[src/hw/vmeic_pkg.sv]
// Purpose: Shared constants for the VMEbus interrupt configuration block
// Assumes: One system clock, synchronous active-high reset
// Notes: Error enables occupy bits 24 down to 20 of the register
package vmeic_pkg;
   // ----------------------------------------------------------------
   // Register map
   // ----------------------------------------------------------------
   localparam logic [7:0] CFG_OFF = 8'h4c;
   localparam int MASK_HI = 31;
   localparam int MASK_LO = 25;
   localparam int EN_HI = 24; // Bus error enable
   localparam int EN_LO = 20; // Transaction timeout enable
   localparam logic [6:0] MASK_RST = 7'h00;
   localparam logic [4:0] EN_RST = 5'h00;
   // ----------------------------------------------------------------
   // Sizes
   // ----------------------------------------------------------------
   localparam int NLVL = 7;
   localparam int NLINE = 4;
   localparam int NERR = 5;
   localparam int FWD_BASE = 3; // Level index 3 is IRQ4
   // Error event positions, aligned with enable bits 20..24
   localparam int ERR_BTO = 0;
   localparam int ERR_ARB = 1;
   localparam int ERR_PAR = 2;
   localparam int ERR_BSR = 3;
   localparam int ERR_BERR = 4;
endpackage : vmeic_pkg

[src/hw/vmeic_lvl_if.sv]
// Purpose: Carries level and request-line signals between top and tracker
// Assumes: Bit i of level vectors is request level i+1
// Notes: None
`timescale 1ns/1ns
interface vmeic_lvl_if;
   logic [6:0] irq;
   logic [6:0] ack;
   logic [6:0] roak;
   logic [6:0] sw_clr;
   logic [6:0] mask;
   logic [6:0] pend;
   logic [3:0] ident;
   logic [3:0] sent;
   logic [3:0] issue;
   modport trk (input irq, ack, roak, sw_clr, mask, ident,
      output pend, sent, issue);
   modport top (output irq, ack, roak, sw_clr, mask, ident,
      input pend, sent, issue);
endinterface : vmeic_lvl_if

[src/hw/vmeic_levels.sv]
// Purpose: Per-level pending bits and per-line sent bits
// Assumes: Levels 7..4 route to request lines 3..0
// Notes: Set always wins over a same-cycle clear
`timescale 1ns/1ns
module vmeic_levels (
   // Clock and reset
   input wire logic clk,
   input wire logic srst,
   // Level and line signals
   vmeic_lvl_if.trk lv
);
   logic [6:0] pend_r;
   logic [6:0] pend_nxt;
   logic [3:0] sent_r;
   logic [3:0] sent_nxt;
   logic [3:0] issue_r;
   logic [3:0] issue_nxt;

   // ----------------------------------------------------------------
   // Pending bits, one per level
   // ----------------------------------------------------------------
   genvar gi;
   generate
      for (gi = 0; gi < vmeic_pkg::NLVL; gi++) begin : g_lvl
         // Clear source depends on interrupter release type
         always_comb begin
            pend_nxt[gi] = lv.irq[gi] |
               (pend_r[gi] & ~(lv.roak[gi] ? lv.ack[gi] : lv.sw_clr[gi]));
         end
      end
      // ----------------------------------------------------------------
      // Sent bits, one per request line
      // ----------------------------------------------------------------
      for (gi = 0; gi < vmeic_pkg::NLINE; gi++) begin : g_line
         // Each forwarded level owns exactly one line
         always_comb begin
            issue_nxt[gi] = lv.mask[gi + vmeic_pkg::FWD_BASE] &
               pend_r[gi + vmeic_pkg::FWD_BASE] & ~sent_r[gi];
            sent_nxt[gi] = issue_nxt[gi] | (sent_r[gi] & ~lv.ident[gi]);
         end
      end
   endgenerate

   // Registers only
   always_ff @(posedge clk) begin
      if (srst) begin
         pend_r <= 7'h00;
         sent_r <= 4'h0;
         issue_r <= 4'h0;
      end else begin
         pend_r <= pend_nxt;
         sent_r <= sent_nxt;
         issue_r <= issue_nxt;
      end
   end

   assign lv.pend = pend_r;
   assign lv.sent = sent_r;
   assign lv.issue = issue_r;
endmodule : vmeic_levels

[src/hw/vmeic_top.sv]
// Purpose: Interrupt configuration register, level mask and error enables
// Assumes: Node-space base decode is done upstream; offset on REG_ADDR
// Notes: Bits 19..0 of the register read as zero
//
// Function
// - Levels seven to four forward, each to exactly one request line.
// - Mask bits 31..28 enable IRQ7 to IRQ4 forwarding; bits 27..25 are stored only; reset to zero.
// - Changing one level's mask leaves other pending levels undisturbed.
// - Bit 24 enables bus error interrupts; resets to zero.
// - Bit 23 enables swap RAM parity interrupts; resets to zero.
// - Bit 22 enables any of four bus parity faults as interrupt.
// - Bit 21 enables arbitration timeout interrupts; resets to zero.
// - Register answers at offset 0x4c within node space.
// - Pending per level; cleared by acknowledge or software by type.
// - Sent per line; set on issue, cleared by identify.
// - Bit 20 enables transaction timeout interrupts; resets to zero.
`timescale 1ns/1ns
module vmeic_top (
   // Clock and reset
   input wire logic SYS_CLK,
   input wire logic SRST,
   // Register access
   input wire logic REG_WR,
   input wire logic REG_RD,
   input wire logic [7:0] REG_ADDR,
   input wire logic [31:0] REG_WDATA,
   output logic [31:0] REG_RDATA,
   output logic REG_ACK,
   // VMEbus levels, bit i is level i+1
   input wire logic [6:0] IRQ_LEVEL,
   input wire logic [6:0] IRQ_ACK,
   input wire logic [6:0] IRQ_ROAK,
   input wire logic [6:0] PEND_CLR,
   output logic [6:0] IRQ_PEND,
   // System request lines
   input wire logic [3:0] LINE_IDENT,
   output logic [3:0] LINE_REQ,
   output logic [3:0] LINE_SENT,
   // Error events
   input wire logic BERR_SEEN,
   input wire logic SWAP_PAR_ERR,
   input wire logic VME_TX_PAR_ERR,
   input wire logic VME_RX_PAR_ERR,
   input wire logic INTERNAL_BUS_TX_PAR_ERR,
   input wire logic INTERNAL_BUS_RX_PAR_ERR,
   input wire logic ARB_TIMEOUT,
   input wire logic BUS_TIMEOUT,
   input wire logic [4:0] ERR_CLR,
   output logic [4:0] ERR_PEND,
   output logic ERR_INT
);
   logic [6:0] mask_r;
   logic [6:0] mask_nxt;
   logic [4:0] en_r;
   logic [4:0] en_nxt;
   logic [31:0] rdata_r;
   logic [31:0] rdata_nxt;
   logic ack_r;
   logic ack_nxt;
   logic [4:0] err_r;
   logic [4:0] err_nxt;
   logic [4:0] err_evt;
   logic hit;

   vmeic_lvl_if lv ();

   // ----------------------------------------------------------------
   // Register access
   // ----------------------------------------------------------------
   // Decode of the single configuration word
   assign hit = (REG_ADDR == vmeic_pkg::CFG_OFF);

   // Next register state; unmapped reads return zero
   always_comb begin
      mask_nxt = mask_r;
      en_nxt = en_r;
      rdata_nxt = rdata_r;
      ack_nxt = REG_WR | REG_RD;
      if (REG_WR && hit) begin
         mask_nxt = REG_WDATA[vmeic_pkg::MASK_HI:vmeic_pkg::MASK_LO];
         en_nxt = REG_WDATA[vmeic_pkg::EN_HI:vmeic_pkg::EN_LO];
      end
      if (REG_RD) begin
         rdata_nxt = hit ? {mask_r, en_r, 20'h00000} : 32'h00000000;
      end
   end

   // Reset leaves every level masked, software must open them
   always_ff @(posedge SYS_CLK) begin
      if (SRST) begin
         mask_r <= vmeic_pkg::MASK_RST;
         en_r <= vmeic_pkg::EN_RST;
         rdata_r <= 32'h00000000;
         ack_r <= 1'b0;
      end else begin
         mask_r <= mask_nxt;
         en_r <= en_nxt;
         rdata_r <= rdata_nxt;
         ack_r <= ack_nxt;
      end
   end

   assign REG_RDATA = rdata_r;
   assign REG_ACK = ack_r;

   // ----------------------------------------------------------------
   // Error interrupts
   // ----------------------------------------------------------------
   // Four parity sources share one enable
   always_comb begin
      err_evt = 5'h00;
      err_evt[vmeic_pkg::ERR_BTO] = BUS_TIMEOUT;
      err_evt[vmeic_pkg::ERR_ARB] = ARB_TIMEOUT;
      err_evt[vmeic_pkg::ERR_PAR] = VME_TX_PAR_ERR | VME_RX_PAR_ERR |
         INTERNAL_BUS_TX_PAR_ERR | INTERNAL_BUS_RX_PAR_ERR;
      err_evt[vmeic_pkg::ERR_BSR] = SWAP_PAR_ERR;
      err_evt[vmeic_pkg::ERR_BERR] = BERR_SEEN;
      // New event beats a same-cycle service clear
      err_nxt = (err_evt & en_r) | (err_r & ~ERR_CLR & en_r);
   end

   always_ff @(posedge SYS_CLK) begin
      if (SRST) begin
         err_r <= 5'h00;
      end else begin
         err_r <= err_nxt;
      end
   end

   assign ERR_PEND = err_r;
   assign ERR_INT = |err_r;

   // ----------------------------------------------------------------
   // Level tracking
   // ----------------------------------------------------------------
   // Level inputs, clears, identify and the mask all feed tracking; status returns on plain ports
   assign lv.irq = IRQ_LEVEL;
   assign lv.ack = IRQ_ACK;
   assign lv.roak = IRQ_ROAK;
   assign lv.sw_clr = PEND_CLR;
   assign lv.mask = mask_r;
   assign lv.ident = LINE_IDENT;

   vmeic_levels u_levels (
      .clk(SYS_CLK),
      .srst(SRST),
      .lv(lv)
   );

   assign IRQ_PEND = lv.pend;
   assign LINE_SENT = lv.sent;
   assign LINE_REQ = lv.issue;
endmodule : vmeic_top

[config.mk]
export PLATFORM = sky130hd
export DESIGN_NAME = vmeic_top
export DESIGN_NICKNAME = d
export VERILOG_FILES = /design/src/hw/vmeic_pkg.sv /design/src/hw/vmeic_lvl_if.sv /design/src/hw/vmeic_levels.sv /design/src/hw/vmeic_top.sv
export SDC_FILE = /design/constraint.sdc
export NUM_CORES = 1
export LEC_CHECK = 0
export BUFFER_PORTS_ARGS = -buffer_cell sky130_fd_sc_hd__buf_2
export CORE_ASPECT_RATIO = 0.5
export CORE_UTILIZATION = 45
export DETAILED_ROUTE_END_ITERATION = 8
export PLACE_DENSITY_LB_ADDON = 0.12
export SYNTH_ARGS = -nofsm -noshare
export SYNTH_HDL_FRONTEND = slang
export SYNTH_HIERARCHICAL = 1
export SYNTH_SLANG_ARGS = --single-unit
export TNS_END_PERCENT = 20
[constraint.sdc]
create_clock -name SYS_CLK -period 3 [get_ports SYS_CLK]
set_clock_uncertainty 0.05 [all_clocks]
set_input_delay 0.6 -clock SYS_CLK [delete_from_list [all_inputs] [get_ports SYS_CLK]]
set_output_delay 0.6 -clock SYS_CLK [all_outputs]
set_load 0.02 [all_outputs]
* After elaboration in Yosys (flattened, before gate mapping)
Index checks and enable logic that the tools add are counted.
** Operators by class
- Bitwise logic cells :: 54
- Mux-type cells :: 8
- Equal/unequal tests :: 1
- Reduce and logical (&&, ||, !) cells :: 2
** Operators by type and width (count)
- 32-bit two-way mux :: 1
- 1-bit bitwise AND :: 19
- 5-bit bitwise AND :: 3
- 1-bit inverter :: 15
- 1-bit OR :: 15
- 8-bit by 7-bit == test with 1-bit output (second input constant) :: 1
- 1-bit two-way mux :: 7
- 5-bit inverter :: 1
- 5-bit OR :: 1
- 5-bit OR reduction :: 1
- 1-bit logical AND :: 1
** Word-level totals
- Output and inout port bits :: 54
- Register bits :: 65
- Input port bits :: 89
- Logic and storage cells :: 73

* Depth between registers and ports, before layout
- Depth in word-level cells :: 5
- Depth in mapped cells :: 5
- Gate-level depth less buffers :: 3

* By module
Netlist, hierarchy kept.
** By module, submodules not included
- vmeic_top :: cells each 156, area each 1416.4 um^2, times used 1, seq. area each 600.6 um^2
- vmeic_levels :: cells each 65, area each 714.4 um^2, times used 1, seq. area each 300.3 um^2

* Worst setup path before layout
OpenSTA, ideal clock, no wires.
- Path kind :: input-to-reg
- Start :: in REG_ADDR[5]
- End :: reg en_r[0]
- Stages :: 5
- Data arrival time :: 1.509 ns
- Buffers on the path :: 2
- Setup slack :: 1.369 ns
- Data required time :: 2.878 ns
- Setup time :: 0.072 ns
- Cell sequence :: nor4b_4 -> and3_1 -> buf_4 -> buf_6 -> mux2i_1
** Between the ends
- Longest elaborated chain between the ends :: 2
** Ends and longest elaborated chain
- from (decl) :: RTL line vmeic_top.sv:25 : input wire logic [7:0] REG_ADDR,
- 8-bit by 7-bit == test with 1-bit output :: RTL line vmeic_top.sv:71 : assign hit = (REG_ADDR == vmeic_pkg::CFG_OFF);
- 1-bit logical AND :: RTL line vmeic_top.sv:79 : if (REG_WR && hit) begin
- to (signal assigned) :: RTL line vmeic_top.sv:92 : en_r <= vmeic_pkg::EN_RST;
- to (signal assigned) :: RTL line vmeic_top.sv:97 : en_r <= en_nxt;
- to (decl) :: RTL line vmeic_top.sv:54 : logic [4:0] en_r;
Every way passes these cells.
A chain may end at the register's enable or synchronous reset.

* Worst setup path in the final report
- Start :: in REG_ADDR[5]
- End :: reg en_r[1]
The elaborated chain is that of the path after synthesis.

==> metrics.md <==
| Metric | Value |
|---|---|
| Status | `finished, final reports clean` |
| Die X | `between 90 and 100 um` |
| CP dominant cell by count | `buf_4` |
| Initial antenna violation count | `0` |
| Resized cells post-CTS | `0` |
| Total Power | `roughly 1100 uW` |
| Post-place setup slack | `749 ps` |
| YS warnings | `6` |
| Crit-path slowest cell | `and3_1` |
| Tot GR Track Use | `17.4%` |
| 1st-pass router iterations | `4` |
| CTS sink count | `45` |
| Final worst setup slack | `1060 ps` |
| Hold buffer count at CTS | `0` |
| Layout cells sized above 1 | `41.3%` |
| Starting Density | `a little under half` |
| Final antenna-violating net count | `0` |
| Worst EP arrival | `2100 ps` |
| Die ar. | `between 5000 and 6000 um^2` |
| CP max stage delay | `between 400 and 500 ps` |
| Vias in the first global route | `~1.6k` |
| Routed wl met3 | `244 um` |
| Clock transition at path regs | `approximately 80 ps` |
| First-pass GRT wire length | `between 6000 and 7000 um` |
| Max-slew violations | `0` |
| DR vias | `about 1.8k` |
| Distinct cell type count after synthesis | `25` |
| Peak Freq | `slightly above 500 MHz` |
| WP data required | `~3200 ps` |
| CTS tree | `yes` |
| #FFs+latches synth | `45` |
| DRC errors left | `0` |
| MaxCap Viol Count | `0` |
| Pleak | `roughly 0.0012 uW` |
| Wl on met1 | `1840 um` |
| Global route overflow | `0` |
| Endpoints failing hold | `0` |
| Fillers | `418` |
| Slew headroom | `43.1%` |
| Min cycle time layout | `1940 ps` |
| H-tree depth | `2` |
| Critical path peak fanout | `13` |
| I/O pin count | `143` |
| Pin count of the biggest net entering global routing | `56` |
| # setup viols final | `0` |
| # nets final | `~400` |
| CTS max path bufs | `2` |
| Power per cell area | `412 nW/um^2` |
| Dpl hpwl | `3100 um` |
| Drt via density | `4.66` |
| Layout area overhead | `24.6%` |
| Max layer used | `met4` |
| Worst VDD drop | `0.183 mV` |
| Die Height | `just over 50 um` |
| Ant diodes | `0` |
| Root buf cell | `clkbuf_8` |
| Routed WL | `between 4000 and 5000 um` |
| Initial drt markers | `35` |
| Placer congestion estimate | `around 0.7` |
| Avg Cell Area, Syn | `9.64 um^2` |
| CTS Buf Count | `5` |
| Clk Latency, worst-skew pair | `roughly 280 ps` |
| Setup_tns | `0 ps` |
| Seq/Total Area, Yosys | `42.3%` |
| # rows | `17` |
| Worst-margin pin slew | `853 ps` |
| Wire per inst | `10.9 um` |
| FF+latch area | `~900 um^2` |
| CP startpoint kind | `input pin` |
| Cell area after synthesis | `2130 um^2` |
| Crit path capture type | `register` |
| PortBufs | `102` |
| Crit-path cells | `buf_2, nor4b_4, buf_4, and3_1, buf_4, mux2i_1` |
| RSZ-0062 raised after global routing | `no` |
| Final Cycle Share | `64.7%` |
| Post-CTS setup buffers | `0` |
| Worst min-delay path category | `reg -> reg` |
| CP Class | `in -> reg` |
| DR WL met2 | `roughly 2000 um` |
| Core area | `about 4500 um^2` |
| Syn Inst Count | `221` |
| Multi-input gate area | `1030 um^2` |
-- Yosys cell counts --
| cell | count | area [um^2] |
|---|---|---|
| a21oi_1 | 17 | 85.1 |
| a21oi_2 | 4 | 35.0 |
| and3_1 | 1 | 6.26 |
| and4bb_1 | 1 | 12.5 |
| buf_12 | 1 | 20.0 |
| buf_2 | 2 | 10.0 |
| buf_4 | 21 | 158 |
| buf_6 | 2 | 22.5 |
| clkbuf_1 | 6 | 22.5 |
| conb_1 | 1 | 3.75 |
| dfxtp_1 | 45 | 901 |
| inv_1 | 11 | 41.3 |
| mux2_1 | 6 | 67.6 |
| mux2_4 | 1 | 15.0 |
| mux2i_1 | 12 | 120 |
| nand2_1 | 5 | 18.8 |
| nand2b_1 | 41 | 257 |
| nand2b_2 | 7 | 61.3 |
| nand3b_1 | 4 | 30.0 |
| nand4_1 | 12 | 75.1 |
| nor2_1 | 7 | 26.3 |
| nor3_1 | 5 | 25.0 |
| nor4_1 | 1 | 6.26 |
| nor4b_4 | 1 | 23.8 |
| o22ai_2 | 7 | 87.6 |
-- report_power, final --
part | switching, uW | leakage [uW] | internal, uW
clock network | 180 | 0.0000399 | 153
registers | 6.87 | 0.000365 | 605
logic | 79.2 | 0.000828 | 69.2
total | 266 | 0.00123 | 828
-- metrics by stage --
stage	util (%)	hold slack [ps]	instances	instance area, um^2
floorplan	-	399	240	2200
finish	59.4	413	377	2660
CTS	59.4	418	377	2660
global route	59.4	436	377	2660
detailed placement	57.8	406	371	2580
global placement	57.8	394	371	2580
-- path summary, 6_finish.rpt --
path         depth (start not counted)                         endpoint  slack (ps)                            from
max                                  6             en_r[1]$_SDFFE_PP0P_        1060                     REG_ADDR[5]
max reg2reg                          2       REG_RDATA[29]$_SDFFE_PP0P_        2210         lv.mask[4]$_SDFFE_PP0P_
min reg2reg                          1  u_levels/lv.issue[1]$_SDFF_PP0_         410  u_levels/lv.sent[1]$_SDFF_PP0_
min                                  1  u_levels/lv.issue[1]$_SDFF_PP0_         410  u_levels/lv.sent[1]$_SDFF_PP0_
-- placed cells by master, fill, tap and decap left out --
master      n
nor3_1      5
nor2_1      7
nand2b_1   41
nand3b_1    4
nand2_1     5
a21oi_1    17
clkinv_2    1
inv_1      11
nor4_1      1
mux2_4      1
dfxtp_1    45
buf_2     102
and4bb_1    1
o22ai_2     7
nand2b_2    7
buf_4       4
conb_1     20
clkbuf_8    5
nor4b_4     1
a21oi_2     4
mux2_1      6
and3_1      1
nand4_1    12
mux2i_1    12
-- state kept, by name, summed over array words and instances, names as in the netlist --
signal,flops
REG_RDATA,12
ERR_PEND,5
en_r,5
u_levels/lv.pend,7
REG_ACK,1
lv.mask,7
u_levels/lv.sent,4
u_levels/lv.issue,4
-- cells by family after synthesis --
group,count (synthesis),synth area share (%)
muxes,19,9.51
other,1,0.176
AOI/OAI and AO/OA,28,9.75
DFF,45,42.3
buffers and inverters,43,12.9
and+or+nand+nor,85,25.4
-- critical path, delay by kind of cell --
family | cells | cell delay (ps)
multiplexers | 1 | 200
AND/OR/NAND/NOR | 2 | 700
buffers and inverters | 3 | 600
-- final cells by class --
| type | count | area share [%] |
|---|---|---|
| inverters | 11 | 1.56 |
| clock inverters | 1 | 0.189 |
| clock buffers | 5 | 2.59 |
| well taps | 57 | 2.69 |
| repair buffers | 106 | 20.4 |
| flip-flops and latches | 45 | 33.9 |
| multi-input cells | 152 | 38.7 |
-- metal layers --
metal | vias to the layer above | track usage, %
met5 | - | 0
met4 | 0 | 4.41
met3 | 2 | 4.74
met2 | 65 | 33.2
met1 | 794 | 19.3
li1 | 897 | -
Power figures use the tool's default switching activity.
